## src/shared/t2r_pkg.sv

```systemverilog
// Package of constants for the timer 2 count, reload and interrupt flag block.
// Assumes an 8-bit special function register bus with byte addresses.
package t2r_pkg;

    // Register addresses.
    localparam logic [7:0] ADDR_IEN_PRI = 8'hA8;
    localparam logic [7:0] ADDR_IEN_SEC = 8'hB8;
    localparam logic [7:0] ADDR_IRQ_FLAGS = 8'hC0;
    localparam logic [7:0] ADDR_RELOAD_LO = 8'hCA;
    localparam logic [7:0] ADDR_RELOAD_HI = 8'hCB;
    localparam logic [7:0] ADDR_COUNT_LO = 8'hCC;
    localparam logic [7:0] ADDR_COUNT_HI = 8'hCD;

    // Field positions.
    localparam int TMR_IRQ_EN_BIT = 5;
    localparam int EXT_RELOAD_EN_BIT = 7;
    localparam int EXT_RELOAD_FLAG_BIT = 7;
    localparam int OVERFLOW_FLAG_BIT = 6;

    // Reset values.
    localparam logic [7:0] RST_BYTE = 8'h00;
    localparam logic [15:0] RST_WORD = 16'h0000;

    // Counter limits.
    localparam logic [15:0] COUNT_ALL_ONES = 16'hFFFF;
    localparam logic [15:0] COUNT_ONE = 16'h0001;

    // Read data for an unmapped address.
    localparam logic [7:0] UNMAPPED_DATA = 8'h00;

endpackage

```

## src/logic/t2r_timer.sv

```systemverilog
// Timer 2 count, shared reload/compare/capture register and interrupt flags.
// Assumes a synchronous CPU register port and count ticks from outside logic.
// Two small helpers after the main module merge byte writes and flag updates.
//
// Summary of operation
// - Count low byte reads and writes live counter.
// - Count high byte reads and writes live counter.
// - Reload low byte holds reload bits 7..0.
// - Reload high byte completes reload value.
// - Reload register is also compare and capture.
// - Timer interrupt enable gates all requests.
// - External reload enable gates flag source.
// - Pin reload happens regardless of that enable.
// - Falling pin edge sets flag when enabled.
// - External flag with enable requests interrupt.
// - Pin edge flag works without reload mode.
// - External flag cleared only by software.
// - Overflow sets sticky overflow flag.
// - Overflow flag with enable requests interrupt.
// - Rollover counts as overflow in every mode.
// - Both flags share one interrupt line.
`timescale 1ns/1ps

module t2r_timer #(
    parameter int CNT_W = 16
) (
    // Clock, reset and clock enable.
    input wire logic core_clk_i,
    input wire logic reset_i,
    input wire logic ce_i,

    // Register port.
    input wire logic [7:0] addr_i,
    input wire logic [7:0] wr_data_i,
    input wire logic wr_en_i,
    input wire logic rd_en_i,
    output logic [7:0] rd_data_o,

    // Count source and mode controls from surrounding logic.
    input wire logic count_tick_i,
    input wire logic ovf_reload_en_i,
    input wire logic pin_reload_en_i,
    input wire logic capture_i,

    // External reload pin.
    input wire logic reload_trigger_pin_i,

    // Timer state and compare result.
    output logic [CNT_W-1:0] count_o,
    output logic [CNT_W-1:0] reload_o,
    output logic cmp_match_o,

    // Interrupt request.
    output logic tmr_irq_o
);

    typedef struct packed {
        logic [7:0] ien_pri;
        logic [7:0] ien_sec;
        logic [7:0] irq_flags;
        logic [CNT_W-1:0] count;
        logic [CNT_W-1:0] reload;
        logic pin_prev;
        logic reload_pend;
        logic cmp_match;
        logic [7:0] rd_data;
    } t2r_state_s;

    t2r_state_s state_q;
    t2r_state_s state_d;

    logic wr_ien_pri;
    logic wr_ien_sec;
    logic wr_flags;
    logic wr_rel_lo;
    logic wr_rel_hi;
    logic wr_cnt_lo;
    logic wr_cnt_hi;
    logic pin_fall;
    logic overflow;
    logic ext_set;
    logic ovf_set;
    logic [CNT_W-1:0] count_inc;
    logic [7:0] rd_mux;

    // Named control bits, reload requests and merged next values.
    logic tmr_irq_en;
    logic ext_reload_en;
    logic ext_flag;
    logic ovf_flag;
    logic pin_reload;
    logic ovf_reload;
    logic ext_flag_nxt;
    logic ovf_flag_nxt;
    logic [7:0] flags_sw;
    logic [CNT_W-1:0] count_hw;
    logic [CNT_W-1:0] count_nxt;
    logic [CNT_W-1:0] reload_hw;
    logic [CNT_W-1:0] reload_nxt;

    // One write strobe per register; an unmapped write selects none.
    always_comb begin
        wr_ien_pri = 1'b0;
        wr_ien_sec = 1'b0;
        wr_flags = 1'b0;
        wr_rel_lo = 1'b0;
        wr_rel_hi = 1'b0;
        wr_cnt_lo = 1'b0;
        wr_cnt_hi = 1'b0;
        if (wr_en_i) begin
            unique case (addr_i)
                t2r_pkg::ADDR_IEN_PRI: begin
                    wr_ien_pri = 1'b1;
                end
                t2r_pkg::ADDR_IEN_SEC: begin
                    wr_ien_sec = 1'b1;
                end
                t2r_pkg::ADDR_IRQ_FLAGS: begin
                    wr_flags = 1'b1;
                end
                t2r_pkg::ADDR_RELOAD_LO: begin
                    wr_rel_lo = 1'b1;
                end
                t2r_pkg::ADDR_RELOAD_HI: begin
                    wr_rel_hi = 1'b1;
                end
                t2r_pkg::ADDR_COUNT_LO: begin
                    wr_cnt_lo = 1'b1;
                end
                t2r_pkg::ADDR_COUNT_HI: begin
                    wr_cnt_hi = 1'b1;
                end
                default: begin
                    wr_ien_pri = 1'b0;
                end
            endcase
        end
    end

    // Falling edge seen between the previous and the present sample.
    assign pin_fall = state_q.pin_prev && !reload_trigger_pin_i;

    // Rollover from all ones, whatever drives the tick.
    assign overflow = count_tick_i && (state_q.count == CNT_W'(t2r_pkg::COUNT_ALL_ONES));
    assign count_inc = state_q.count + CNT_W'(t2r_pkg::COUNT_ONE);

    // Flag set only when the enable is high; the reload itself is not gated.
    assign ext_set = state_q.reload_pend
        && ext_reload_en;
    assign ovf_set = overflow;

    // Control and status bits used by the interrupt path.
    assign tmr_irq_en = state_q.ien_pri[t2r_pkg::TMR_IRQ_EN_BIT];
    assign ext_reload_en = state_q.ien_sec[t2r_pkg::EXT_RELOAD_EN_BIT];
    assign ext_flag = state_q.irq_flags[t2r_pkg::EXT_RELOAD_FLAG_BIT];
    assign ovf_flag = state_q.irq_flags[t2r_pkg::OVERFLOW_FLAG_BIT];

    // Reload requests from the two sources.
    assign ovf_reload = overflow && ovf_reload_en_i;
    assign pin_reload = state_q.reload_pend && pin_reload_en_i;

    always_comb begin
        rd_mux = t2r_pkg::UNMAPPED_DATA;
        unique case (addr_i)
            t2r_pkg::ADDR_IEN_PRI: begin
                rd_mux = state_q.ien_pri;
            end
            t2r_pkg::ADDR_IEN_SEC: begin
                rd_mux = state_q.ien_sec;
            end
            t2r_pkg::ADDR_IRQ_FLAGS: begin
                rd_mux = state_q.irq_flags;
            end
            t2r_pkg::ADDR_RELOAD_LO: begin
                rd_mux = state_q.reload[7:0];
            end
            t2r_pkg::ADDR_RELOAD_HI: begin
                rd_mux = state_q.reload[15:8];
            end
            t2r_pkg::ADDR_COUNT_LO: begin
                rd_mux = state_q.count[7:0];
            end
            t2r_pkg::ADDR_COUNT_HI: begin
                rd_mux = state_q.count[15:8];
            end
            default: begin
                rd_mux = t2r_pkg::UNMAPPED_DATA;
            end
        endcase
    end

    always_comb begin
        state_d = state_q;

        // Read data stand in the cycle after the strobe only.
        if (rd_en_i) begin
            state_d.rd_data = rd_mux;
        end else begin
            state_d.rd_data = t2r_pkg::RST_BYTE;
        end

        // Pin sampling and reload scheduled one cycle after detection.
        state_d.pin_prev = reload_trigger_pin_i;
        state_d.reload_pend = pin_fall;

        // Enable registers.
        if (wr_ien_pri) begin
            state_d.ien_pri = wr_data_i;
        end
        if (wr_ien_sec) begin
            state_d.ien_sec = wr_data_i;
        end

        // Flag byte, counter and shared register with all updates merged.
        state_d.irq_flags = flags_sw;
        state_d.irq_flags[t2r_pkg::EXT_RELOAD_FLAG_BIT] = ext_flag_nxt;
        state_d.irq_flags[t2r_pkg::OVERFLOW_FLAG_BIT] = ovf_flag_nxt;
        state_d.count = count_nxt;
        state_d.reload = reload_nxt;
        state_d.cmp_match = (state_q.count == state_q.reload);
    end

    // Counter after ticks and reloads, before software byte writes.
    always_comb begin
        count_hw = state_q.count;
        if (count_tick_i) begin
            count_hw = count_inc;
        end
        if (ovf_reload) begin
            count_hw = state_q.reload;
        end
        if (pin_reload) begin
            count_hw = state_q.reload;
        end
    end

    // Shared register after a capture, before software byte writes.
    always_comb begin
        reload_hw = state_q.reload;
        if (capture_i) begin
            reload_hw = state_q.count;
        end
    end

    // Flag byte after a software write; other bits are plain storage.
    always_comb begin
        flags_sw = state_q.irq_flags;
        if (wr_flags) begin
            flags_sw = wr_data_i;
        end
    end

    // Software byte writes win over every hardware update.
    t2r_lane_write #(
        .W(CNT_W)
    ) u_count_wr (
        .cur_i(count_hw),
        .wr_lo_i(wr_cnt_lo),
        .wr_hi_i(wr_cnt_hi),
        .data_i(wr_data_i),
        .val_o(count_nxt)
    );

    t2r_lane_write #(
        .W(CNT_W)
    ) u_reload_wr (
        .cur_i(reload_hw),
        .wr_lo_i(wr_rel_lo),
        .wr_hi_i(wr_rel_hi),
        .data_i(wr_data_i),
        .val_o(reload_nxt)
    );

    // A hardware set wins over a software clear in the same cycle.
    t2r_flag_next u_ext_flag (
        .cur_i(ext_flag),
        .wr_i(wr_flags),
        .wr_val_i(wr_data_i[t2r_pkg::EXT_RELOAD_FLAG_BIT]),
        .set_i(ext_set),
        .flag_o(ext_flag_nxt)
    );

    t2r_flag_next u_ovf_flag (
        .cur_i(ovf_flag),
        .wr_i(wr_flags),
        .wr_val_i(wr_data_i[t2r_pkg::OVERFLOW_FLAG_BIT]),
        .set_i(ovf_set),
        .flag_o(ovf_flag_nxt)
    );

    always_ff @(posedge core_clk_i) begin
        if (reset_i) begin
            state_q.ien_pri <= t2r_pkg::RST_BYTE;
            state_q.ien_sec <= t2r_pkg::RST_BYTE;
            state_q.irq_flags <= t2r_pkg::RST_BYTE;
            state_q.count <= CNT_W'(t2r_pkg::RST_WORD);
            state_q.reload <= CNT_W'(t2r_pkg::RST_WORD);
            state_q.pin_prev <= 1'b0;
            state_q.reload_pend <= 1'b0;
            state_q.cmp_match <= 1'b0;
            state_q.rd_data <= t2r_pkg::RST_BYTE;
        end else if (ce_i) begin
            state_q <= state_d;
        end
    end

    assign rd_data_o = state_q.rd_data;
    assign count_o = state_q.count;
    assign reload_o = state_q.reload;
    assign cmp_match_o = state_q.cmp_match;

    // One shared level request from both flags.
    assign tmr_irq_o = tmr_irq_en
        && (ext_flag
        || ovf_flag);

endmodule

// Merges byte-lane writes from the register port into a wider value.
module t2r_lane_write #(
    parameter int W = 16
) (
    // Value before the write.
    input wire logic [W-1:0] cur_i,

    // Byte lane strobes and data.
    input wire logic wr_lo_i,
    input wire logic wr_hi_i,
    input wire logic [7:0] data_i,

    // Value after the write.
    output logic [W-1:0] val_o
);

    always_comb begin
        val_o = cur_i;
        if (wr_lo_i) begin
            val_o[7:0] = data_i;
        end
        if (wr_hi_i) begin
            val_o[15:8] = data_i;
        end
    end

endmodule

// Next value of one sticky flag with software write and hardware set.
module t2r_flag_next (
    // Present value and software write.
    input wire logic cur_i,
    input wire logic wr_i,
    input wire logic wr_val_i,

    // Hardware event.
    input wire logic set_i,

    // Next value.
    output logic flag_o
);

    always_comb begin
        flag_o = cur_i;
        if (wr_i) begin
            flag_o = wr_val_i;
        end
        if (set_i) begin
            flag_o = 1'b1;
        end
    end

endmodule

```

## config.mk

```make
export PLATFORM = sky130hd
export DESIGN_NAME = t2r_timer
export DESIGN_NICKNAME = d
export VERILOG_FILES = /design/src/shared/t2r_pkg.sv /design/src/logic/t2r_timer.sv
export SDC_FILE = /design/constraint.sdc
export NUM_CORES = 1
export LEC_CHECK = 0
export ABC_AREA = 1
export BUFFER_PORTS_ARGS = -buffer_cell sky130_fd_sc_hd__buf_2
export CAP_MARGIN = 10
export CORE_MARGIN = 2
export CORE_UTILIZATION = 58
export DETAILED_ROUTE_END_ITERATION = 8
export HOLD_SLACK_MARGIN = 0.06
export PLACE_DENSITY = 0.86
export SLEW_MARGIN = 10
export SYNTH_ARGS = -nofsm -noshare
export SYNTH_HDL_FRONTEND = slang
export SYNTH_HIERARCHICAL = 1
export SYNTH_SLANG_ARGS = --single-unit
```

## constraint.sdc

```tcl
create_clock -name core_clk_i -period 2 [get_ports core_clk_i]
set_input_delay 0.6 -clock core_clk_i [delete_from_list [all_inputs] [get_ports core_clk_i]]
set_output_delay 0.6 -clock core_clk_i [all_outputs]
set_load 0.005 [all_outputs]
```

### After elaboration in Yosys (flattened, before gate mapping)

Index checks and enable logic that the tools add are counted.
Widths: inputs -> output; s select.

* register bits after elaboration: 67
* input bits: 26
* output and inout bits: 42
* logic and storage cells: 74

* $add $sub $neg: 1
* equality and inequality tests: 9
* mux-type cells: 28
* reduce and logical (&&, ||, !) cells: 23

Operators with widths (number)
* $mux 16: 4
* $eq 8x8->1 const B: 7
* $pmux 8 s7: 1
* $mux 8: 5
* $mux 1: 18
* $reduce_and 2->1: 9
* $add 16x1->16 const B: 1
* $eq 16x16->1: 1
* $eq 16x16->1 const B: 1
* $reduce_bool 2->1: 4
* $reduce_bool 4->1: 2
* $logic_and 1x1->1: 6
* $logic_not 1->1: 1
* $logic_or 1x1->1: 1

### Logic depth before layout (Yosys ltp)

Gate-level depths: netlist of run 1.

* depth in word-level cells: 6
* gate-level depth with buffers: 14
* mapped depth without buffers: 14

### Modules after synthesis

Netlist of run 1, hierarchy kept.

Modules (own cells, without submodules)
* t2r_timer: times used 1, cells an instance 660, area an instance 4280.4 sq um, sequential area each 1341.3 sq um
* t2r_lane_write: times used 2, cells an instance 52, area an instance 210.2 sq um, sequential area each 0.0 sq um
* t2r_flag_next: times used 2, cells an instance 5, area an instance 27.5 sq um, sequential area each 0.0 sq um

### Worst setup path after synthesis of run 1

No wires, ideal clock.

* kind: input -> register
* start: input count_tick_i
* end: register state_q, in the netlist count_o[3]
* library setup time: 0.133 ns
* arrival: 1.776 ns
* data required time: 1.867 ns
* slack: 0.091 ns
* stages on the path: 11
* path buffers: 2
* cell sequence: buf_2 inv_1 nor4_4 nand3_2 nand2_4 buf_12 o21ai_2 nand2_1 nand2_1 o21ai_0 a21oi_1

* word-level cells in the longest chain between the ends: 5
* elaborated cells on any way between the ends: 7
* those cells by class: 3 x mux; 4 x reduce/logical

Ends and longest elaborated chain
* start: declaration: line t2r_timer.sv:40 `input wire logic count_tick_i,`
* $logic_and 1x1->1: line t2r_timer.sv:144 `assign overflow = count_tick_i && (state_q.count == CNT_W'(t2r_pkg::COUNT_ALL_ONES));`
* $logic_and 1x1->1: line t2r_timer.sv:159 `assign ovf_reload = overflow && ovf_reload_en_i;`
* $mux 16: line t2r_timer.sv:229 `if (ovf_reload) begin`
* $mux 16: line t2r_timer.sv:232 `if (pin_reload) begin`
* named net count_hw[3]: line t2r_timer.sv:96 `logic [CNT_W-1:0] count_hw;`
* $mux 8: line t2r_timer.sv:337 `if (wr_lo_i) begin`
* named net count_nxt[3]: line t2r_timer.sv:97 `logic [CNT_W-1:0] count_nxt;`
* end signal: assignment: line t2r_timer.sv:303 `state_q <= state_d;`
* end: declaration: line t2r_timer.sv:69 `t2r_state_s state_q;`

The timed path passes the listed nets, and every way through them passes these cells.
A chain may end at the register's enable or synchronous reset.

### Worst setup path after layout of run 1

* start: register state_q, in the netlist count_o[0]
* end: register state_q, in the netlist count_o[5]

* word-level cells in the longest chain between the ends: 6
* elaborated cells on any way between the ends: 10
* those cells by class: 1 x add/sub; 1 x eq/ne; 4 x mux; 4 x reduce/logical

Ends and longest elaborated chain (line)
* branches (longest 3 deep; another with $add 16x1->16)
* $mux 16 (*): t2r_timer.sv:229
* $mux 16 (*): t2r_timer.sv:232
* named net count_hw[5]: t2r_timer.sv:96
* $mux 8 (*): t2r_timer.sv:337
* named net count_nxt[5]: t2r_timer.sv:97

Mark *: on every way through the listed nets, which the timed path passes. The select of a mux whose other input is x is not followed.

==> results of run 1 <==
## power by group
part           internal, mW  leakage, nW  total [mW]  switching [mW]
Combinational         0.211         1.83       0.559           0.349
Clock                 0.833        0.121        1.40           0.564
Sequential             1.38        0.548        1.45          0.0688
Total                  2.43         2.50        3.41           0.981
## repair_timing
action | CTS | global route
endpoints found under the setup margin | 0 | 8
gates resized for setup | 0 | 12
buffers inserted | 0 | 3
## kinds of logic (layout without fill, tap and decap cells)
| family | Yosys count | in the layout | share of synthesized area (%) |
|---|---|---|---|
| simple gates | 396 | 396 | 35.28 |
| buf+inv | 146 | 191 | 16.31 |
| compound gates | 142 | 142 | 15.89 |
| flops | 67 | 67 | 28.20 |
| xor+xnor | 22 | 22 | 4.052 |
| fa+ha+maj | 1 | 1 | 0.2630 |
## registers in the layout (all words and copies together), names as in the netlist
| register | cells |
|---|---|
| rd_data_o | 8 |
| ovf_flag | 1 |
| count_o | 16 |
| ext_flag | 1 |
| cmp_match_o | 1 |
| ext_reload_en | 1 |
| reload_o | 16 |
| state_q | 23 |
## metal layers
metal | global-route usage, % | up-vias | wire length, um
met5 | 0 | - | 0
met4 | 15.70 | 0 | 613
met3 | 4.389 | 55 | 1272
met2 | 54.17 | 305 | 6783
met1 | 44.68 | 2331 | 6103
li1 | - | 2513 | -
## final timing paths
kind | startpoint | depth (start not counted) | end | slack (ns)
setup / recovery | count_o[0] | 15 | count_o[5] | 0.08
hold / removal | state_q[65] | 2 | state_q[65] | 0.45
setup reg to reg | count_o[0] | 15 | count_o[5] | 0.08
hold reg to reg | state_q[65] | 2 | state_q[65] | 0.45
## placed cells by master, fill, tap and decap left out, types with 8 or more instances in the layout
master / instances
dfxtp_1: 63
buf_4: 36
clkbuf_8: 9
inv_2: 8
inv_1: 59
buf_2: 67
nand2_1: 217
xor2_1: 15
o21ai_0: 73
nand3_1: 65
nor2_1: 85
o21ai_2: 10
a21oi_1: 51
## area by class of cell
type	count	area, um2	share of cell area [%]
clock buffers	10	127.6	2.398
well taps	105	131.4	2.468
multi-input cells	561	2656	49.91
repair buffers	108	696.9	13.09
clock inverters	6	112.6	2.116
inverters	67	251.5	4.725
flip-flops and latches	67	1346	25.29
## through the flow
step                      utilization (%)  total power, mW
final                               65.77            3.408
after global routing                65.77            3.526
after CTS                           65.01            3.389
after detailed placement            62.04            2.013
after global placement              62.04            1.997
after floorplan                         -            1.836
## worst register-to-register path: stages, from the launching register on
cell and delay, ns:
dfxtp_2 0.36, ha_4 0.15, nand2_2 0.06, inv_2 0.06
nand3_2 0.09, nor3_2 0.20, nand3_2 0.12, nand2_4 0.14
buf_12 0.13, buf_6 0.12, nand2_1 0.08, o21ai_2 0.07
nand2_1 0.06, nand2_1 0.06, nor2_1 0.04, nor2_1 0.11
==> flow_summary.json, run 1 <==
{
  "max_freq_ghz": 0.5217,
  "dp.cells": 905,
  "crit_path_cell_trace": "ha_4 > nand2_2 > inv_2 > nand3_2 > nor3_2 > nand3_2 > nand2_4 > buf_12 > buf_6 > nand2_1 > o21ai_2 > nand2_1 > nand2_1 > nor2_1 > nor2_1",
  "avgSynthCellArea_um2": 6.144,
  "fin_crit_ns": 1.917,
  "ys.flop_type": "dfxtp_1",
  "route.detailed.drc": 0,
  "cp.required_ns": 2.29,
  "cp-end-kind": "flip-flop",
  "ant_nets": 0,
  "start_util_pct": 58.77,
  "hold_viol_final": 0,
  "min_path_type": "flip-flop to flip-flop",
  "max_stage_delay_ns": 0.36,
  "syn_nets": 801,
  "wl_per_cell_um": 15.99,
  "io_pins": 68,
  "maxSlewHeadroom_pct": 65.66,
  "drv_slew": 0,
  "ys_ff_latch": 67,
  "post-route-period-util_pct": 95.85,
  "setup_tns_ns": 0,
  "grt_overflow": 0,
  "critPathTopFamily": "simple AND/OR/NAND/NOR gates",
  "yosysMostFrequentCell": "nand2_1",
  "crit_type": "flip-flop to flip-flop",
  "path_common_cell": "nand2_1",
  "synth_cells": 774,
  "leakagePower_nw": 2.504,
  "vias": 5204,
  "grt_pass1_wl_um": 23140,
  "cts_max_path_buffers": 2,
  "cts_hold_buf": 0,
  "fill_cells": 772,
  "die_area_um2": 8940,
  "worstPathMaxFanout": 7,
  "seq_area_frac_synth_pct": 28.20,
  "wl_um": 14770,
  "yosysWarnings": 6,
  "path_clk_slew_ns": 0.08,
  "stdcell_area_um2": 5323,
  "finalHoldWorstSlack_ns": 0.4486,
  "final.setup.worst_slack_ns": 0.08309,
  "place.gp.congestion": 0.9955,
  "drive_above_1_share_pct": 20.27,
  "synthesis.area_um2": 4756,
  "die_height_um": 94.55,
  "port_buffers": 67,
  "rows": 33,
  "setup.worst_path.start_class": "flip-flop",
  "final_cells": 924,
  "drt_iter0_markers": 545,
  "fp.dieW_um": 94.55,
  "grt_start_max_net_pins": 57,
  "postSynth.asyncResetShare_pct": 0,
  "cp_slowest_cell": "dfxtp_2",
  "placed_cell_area_um2": 5021,
  "grt_usage_pct": 33.61,
  "insertion_delay_ns": 0.35,
  "p_per_area_nw_per_um2": 640.3,
  "grt_pass1_vias": 4735,
  "synth_edf_count": 0,
  "h-tree-depth": 3,
  "rsz0062_at_grt": "yes",
  "crit_buf_inv": 3,
  "coreArea_um2": 8093,
  "setup_viol": 0,
  "status": "completed",
  "cts_tree": "built",
  "diodes": 0,
  "tightest_slew_ns": 0.5151,
  "worstPathArrival_ns": 2.20,
  "maxCapViolCount": 0,
  "clock-sinks": 67,
  "yosys-top-cells-area": "dfxtp_1 (28%), nand2_1 (17%), o21ai_0 (7.7%)",
  "pre_cts_slack_ns": 0.003353,
  "drt-pass1-iter-count": 6,
  "synth.distinct_cells": 34,
  "yosysTopAreaCell": "dfxtp_1",
  "viasPerCell": 5.632,
  "cts_buffers": 9,
  "nNetsFinal": 841,
  "root_buffer": "clkbuf_8",
  "syn2layout_area_growth_pct": 11.92,
  "synth_top_area_share_pct": 28.20,
  "hpwl_um": 10420,
  "clock_skew_ns": 0.007170,
  "antenna_found_initial": 0,
  "vdd_drop_max_mv": 0.3713,
  "ys_top_cells_by_count": "nand2_1 (218), nor2_1 (86), o21ai_0 (73), dfxtp_1 (67), nand3_1 (65)"
}
No activity file was read; power rests on OpenSTA's default activity.
==> run 2: changes to the inputs <==
--- a/config.mk
+++ b/config.mk
@@ -13,6 +13,8 @@
 export DETAILED_ROUTE_END_ITERATION = 8
 export HOLD_SLACK_MARGIN = 0.06
 export PLACE_DENSITY = 0.86
+export SETUP_SLACK_MARGIN = 0.15
+export SKIP_CTS_REPAIR_TIMING = 1
 export SLEW_MARGIN = 10
 export SYNTH_ARGS = -nofsm -noshare
 export SYNTH_HDL_FRONTEND = slang
==> flow_summary.json, run 2 (same netlist as run 1, synthesis figures left out) <==
{
  "cp.required_ns": 2.29,
  "viasPerCell": 5.787,
  "port_buffers": 67,
  "worstPathMaxFanout": 7,
  "grt_pass1_vias": 4644,
  "p_sw_share_pct": 31.65,
  "setup.worst_path.start_class": "flip-flop",
  "grt_overflow": 0,
  "cts_buffers": 9,
  "status": "completed",
  "stdcell_area_um2": 5373,
  "combPwrFrac_pct": 17.9,
  "nNetsFinal": 843,
  "start_util_pct": 58.77,
  "grt_pass1_wl_um": 23160,
  "p_int_mw": 2.173,
  "drt_iter0_markers": 704,
  "fin_crit_ns": 1.846,
  "drt-pass1-iter-count": 7,
  "largest_reg_flops": 23,
  "power.share.sequential_pct": 45.9,
  "crit_path_cell_trace": "ha_4 > nand2_2 > inv_2 > nand3_2 > nor3_2 > nand3_2 > nand2_4 > buf_12 > nand2_2 > o21ai_1 > nand2_1 > nand2_1 > o21ai_1 > a21oi_1",
  "reg2reg_slack_ns": 0.15,
  "vias": 5359,
  "route.detailed.drc": 0,
  "hold_viol_final": 0,
  "p_clk_share_pct": 36.3,
  "maxUsedRoutingLayer": "met4",
  "antenna_found_initial": 0,
  "maxCapViolCount": 0,
  "max_stage_delay_ns": 0.36,
  "setup_viol": 0,
  "final_cell_mix": "nand2_1 (208), nor2_1 (82), o21ai_0 (67), buf_2 (67)",
  "dr_wl_met2_um": 6950,
  "p_per_area_nw_per_um2": 591.7,
  "rr_worst_depth": 14,
  "cp-end-kind": "flip-flop",
  "drv_slew": 0,
  "maxSlewHeadroom_pct": 65.73,
  "layout_commonest_cell": "nand2_1",
  "placed_cell_area_um2": 5034,
  "wl_met1_um": 6140,
  "cp_slowest_cell": "dfxtp_2",
  "cp-startpoint": "count_o[1]",
  "r2r_start": "count_o[1]",
  "crit_type": "flip-flop to flip-flop",
  "leakagePower_nw": 2.564,
  "grt_usage_pct": 33.94,
  "tightest_slew_ns": 0.5141,
  "path_clk_slew_ns": 0.09,
  "vdd_drop_max_mv": 0.3779,
  "io_pins": 68,
  "coreArea_um2": 8093,
  "rows": 33,
  "ant_nets": 0,
  "die_area_um2": 8940,
  "worstPathArrival_ns": 2.13,
  "die_height_um": 94.55,
  "hpwl_um": 10640,
  "min_path_type": "flip-flop to flip-flop",
  "crit_end": "count_o[15]",
  "clock-sinks": 67,
  "reg2reg_to": "count_o[15]",
  "syn2layout_area_growth_pct": 12.97,
  "cts_max_path_buffers": 2,
  "place.gp.congestion": 1.037,
  "max_freq_ghz": 0.5417,
  "fp.dieW_um": 94.55,
  "drive_above_1_share_pct": 22.29,
  "grt_start_max_net_pins": 45,
  "wl_per_cell_um": 16.65,
  "insertion_delay_ns": 0.36,
  "post-route-period-util_pct": 92.30,
  "rsz0062_at_grt": "yes",
  "h-tree-depth": 3,
  "dr_wl_met3_um": 1555,
  "clock_skew_ns": 0.01277,
  "cts_tree": "built",
  "wl_um": 15420,
  "p_switching_mw": 1.006,
  "diodes": 0,
  "top_register": "state_q",
  "setup_tns_ns": 0,
  "root_buffer": "clkbuf_8"
}
-- run 2: cell count changes in the layout (fill, tap and decap cells not counted), sizes merged --
cell	delta
clkinv	+1
clkinvlp	+1
clkbuf	+2
bufinv	-2
-- run 2: power groups by stage --
stage / clock network (mW) / logic [mW] / registers (mW)
2_1_floorplan: 0 / 0.375 / 1.46
6_report: 1.15 / 0.568 / 1.46
5_1_grt: 1.20 / 0.617 / 1.46
3_3_place_gp: 0 / 0.521 / 1.48
3_5_place_dp: 0 / 0.535 / 1.48
4_1_cts: 1.14 / 0.539 / 1.45
-- run 2: metal layers --
metal | GRT usage [%] | up-vias
li1 | - | 2509
met1 | 44.30 | 2403
met2 | 54.88 | 369
met3 | 5.347 | 78
met4 | 16.18 | 0
met5 | 0 | -
-- run 2: area by class of cell --
type                       instances  area (um2)
timing repair buffer             110       725.7
multi-input combinational        561        2724
clock inverter                     6       65.06
fill                             737        2720
clock buffer                      10       127.6
sequential                        67        1345
inverter                          67       254.0
tap                              105       131.4
-- run 2: worst min-delay path by stage --
stage                     start     endpoint  slack, ns  cells after the start
global placement    state_q[65]  state_q[65]       0.43                      2
floorplan           state_q[59]  state_q[59]       0.42                      2
global route        state_q[65]  state_q[65]       0.47                      2
detailed placement  state_q[65]  state_q[65]       0.44                      2
finish              state_q[66]  state_q[66]       0.46                      2
CTS                 state_q[65]  state_q[65]       0.45                      2
-- run 2: through the flow --
step | util (%) | setup WS, ns | cells | total power [mW] | hold WS, ns
4_1_cts | 64.58 | 0.1309 | 924 | 3.127 | 0.4536
3_3_place_gp | 62.20 | -0.004449 | 908 | 1.998 | 0.4336
2_1_floorplan | - | 0.1556 | 774 | 1.837 | 0.4239
3_5_place_dp | 62.20 | -0.06889 | 908 | 2.012 | 0.4414
5_1_grt | 66.39 | 0.03463 | 926 | 3.283 | 0.4743
6_report | 66.39 | 0.1540 | 926 | 3.179 | 0.4556
-- run 2: worst max-delay path, delay by kind of cell, from the launching register on --
kind | cells | cell delay [ns]
AOI/OAI and AO/OA | 3 | 0.26
and+or+nand+nor | 8 | 0.77
DFF | 1 | 0.36
adders and majority gates | 1 | 0.15
buffers and inverters | 2 | 0.22
==> run 3: changes to the inputs <==
--- a/config.mk
+++ b/config.mk
@@ -8,6 +8,7 @@
 export ABC_AREA = 1
 export BUFFER_PORTS_ARGS = -buffer_cell sky130_fd_sc_hd__buf_2
 export CAP_MARGIN = 10
+export CORE_ASPECT_RATIO = 1.75
 export CORE_MARGIN = 2
 export CORE_UTILIZATION = 58
 export DETAILED_ROUTE_END_ITERATION = 8
@@ -18,5 +19,4 @@
 export SLEW_MARGIN = 10
 export SYNTH_ARGS = -nofsm -noshare
 export SYNTH_HDL_FRONTEND = slang
-export SYNTH_HIERARCHICAL = 1
 export SYNTH_SLANG_ARGS = --single-unit
==> flow_summary.json, run 3 <==
{
  "rsz0062_at_grt": "yes",
  "vias": 5076,
  "crit_path_cell_trace": "buf_2 > nand2_1 > nor3_4 > buf_4 > nand3_2 > inv_1 > o21ai_1 > buf_4 > a21oi_1",
  "cts_buffers": 9,
  "drv_slew": 0,
  "wl_um": 15830,
  "placed_cell_area_um2": 4826,
  "worstPathArrival_ns": 1.99,
  "yosysTopAreaCell": "dfxtp_1",
  "crit_type": "primary input to flip-flop",
  "route.detailed.drc": 0,
  "insertion_delay_ns": 0.35,
  "cts_max_path_buffers": 2,
  "place.gp.congestion": 0.9962,
  "final_cells": 857,
  "hold_viol_final": 0,
  "path_common_cell": "buf_4",
  "avgSynthCellArea_um2": 6.311,
  "setup.worst_path.start_class": "primary input",
  "ys.flop_type": "dfxtp_1",
  "wl_per_cell_um": 18.47,
  "grt_start_max_net_pins": 43,
  "synth_top_area_share_pct": 29.98,
  "syn2layout_area_growth_pct": 17.25,
  "grt_pass1_vias": 4820,
  "top_register": "state_q",
  "reg2reg_slack_ns": 0.26,
  "grt_pass1_wl_um": 24470,
  "final_cell_mix": "nand2_1 (144), o21ai_0 (80), a21oi_1 (74)",
  "fp.dieW_um": 70.40,
  "h-tree-depth": 3,
  "leakagePower_nw": 2.272,
  "vdd_drop_max_mv": 0.5226,
  "min_path_type": "flip-flop to flip-flop",
  "yosysMostFrequentCell": "nand2_1",
  "die_height_um": 120.2,
  "status": "completed",
  "largest_reg_flops": 23,
  "finalHoldWorstSlack_ns": 0.4478,
  "ys_top_cells_by_count": "nand2_1 (148), o21ai_0 (80), a21oi_1 (75), inv_1 (71), nand3_1 (68)",
  "synth.distinct_cells": 33,
  "antenna_found_initial": 0,
  "cts_tree": "built",
  "synthesis.area_um2": 4474,
  "diodes": 0,
  "p_per_area_nw_per_um2": 646.4,
  "rows": 42,
  "cp.required_ns": 2.22,
  "hpwl_um": 11930,
  "seq_area_frac_synth_pct": 29.98,
  "drive_above_1_share_pct": 21.46,
  "die_area_um2": 8461,
  "drt_iter0_markers": 510,
  "coreArea_um2": 7515,
  "ant_nets": 0,
  "cp_slowest_cell": "o21ai_1",
  "postSynth.asyncResetShare_pct": 0,
  "post-route-period-util_pct": 88.36,
  "dp.cells": 836,
  "port_buffers": 67,
  "syn_nets": 736,
  "clock-sinks": 67,
  "root_buffer": "clkbuf_16",
  "fill_cells": 679,
  "maxSlewHeadroom_pct": 52.92,
  "tightest_slew_ns": 0.7015,
  "layout_commonest_cell": "nand2_1",
  "fin_crit_ns": 1.767,
  "viasPerCell": 5.923,
  "cp-end-kind": "flip-flop",
  "ys_ff_latch": 67,
  "critPathTopFamily": "compound AO/OA/AOI/OAI gates",
  "crit_buf_inv": 4,
  "grt_usage_pct": 38.03,
  "start_util_pct": 59.54,
  "synth_cells": 709,
  "nNetsFinal": 791,
  "stdcell_area_um2": 5246,
  "yosysWarnings": 0,
  "io_pins": 68,
  "clock_skew_ns": 0.01208,
  "path_clk_slew_ns": 0.06,
  "drt-pass1-iter-count": 8,
  "maxCapViolCount": 0,
  "synth_edf_count": 0,
  "max_freq_ghz": 0.5659,
  "max_stage_delay_ns": 0.55,
  "yosys-top-cells-area": "dfxtp_1 (30%), nand2_1 (12%), o21ai_0 (8.9%)",
  "setup_viol": 0,
  "worstPathMaxFanout": 11,
  "grt_overflow": 0
}
-- run 3: cell count changes after synthesis, moves of 4 or more --
cell / previous run / this run
o21ai_2: 10 / 0
xor2_1: 15 / 9
inv_1: 60 / 71
buf_4: 41 / 45
clkbuf_1: 19 / 14
o211ai_1: 0 / 4
nand2_1: 218 / 148
a21oi_1: 51 / 75
inv_2: 7 / 2
o21ai_0: 73 / 80
xnor2_1: 7 / 3
nor2_1: 86 / 65
-- run 3: cell type report --
class,instances,area (um2),area share [%]
Clock inverter,7,73.82,1.407
Clock buffer,9,225.2,4.293
Sequential cell,67,1344,25.61
Tap cell,88,110.1,2.099
Inverter,73,277.8,5.295
Multi-Input combinational cell,494,2430,46.32
Timing Repair Buffer,119,785.8,14.98
-- run 3: worst paths after layout --
check	from	to	depth (start not counted)
worst max-delay path	addr_i[7]	reload_o[3]	9
worst min-delay path	state_q[54]	state_q[54]	2
worst max register to register	count_o[1]	count_o[5]	12
worst min register to register	state_q[54]	state_q[54]	2
-- run 3: tightest hold or removal path: stages, from the launching register on --
cell,delay [ns]
dfxtp_1,0.29
inv_1,0.05
a21oi_1,0.05
-- run 3: cell families after synthesis --
| group | after synthesis | synth area share [%] |
|---|---|---|
| DFF | 67 | 29.98 |
| xor gates and xnor gates | 12 | 2.349 |
| adders and majority gates | 1 | 0.2796 |
| buffers and inverters | 148 | 16.75 |
| AOI/OAI and AO/OA | 174 | 20.30 |
| and+or+nand+nor | 307 | 30.34 |
-- run 3: through the flow --
| stage | setup slack (ns) | power (mW) | setup TNS (ns) | utilization [%] |
|---|---|---|---|---|
| 6_report | 0.2328 | 3.391 | 0 | 69.81 |
| 5_1_grt | 0.1253 | 3.486 | 0 | 69.81 |
| 4_1_cts | 0.1653 | 3.374 | 0 | 68.20 |
| 3_5_place_dp | -0.1815 | 1.787 | -1.628 | 64.22 |
| 3_3_place_gp | -0.1425 | 1.779 | -0.9514 | 64.22 |
| 2_1_floorplan | 0.1538 | 1.646 | 0 | - |
-- run 3: metal layers --
layer	track usage, %	share of wire [%]
met1	40.77	35
met2	65.63	50
met5	0	0
met3	5.667	6.5
met4	29.21	8.5
-- run 3: power by group --
group	switching (mW)	leakage [nW]	internal [mW]
combinational	0.238	1.58	0.142
sequential	0.0380	0.544	1.37
clock	0.638	0.146	0.970
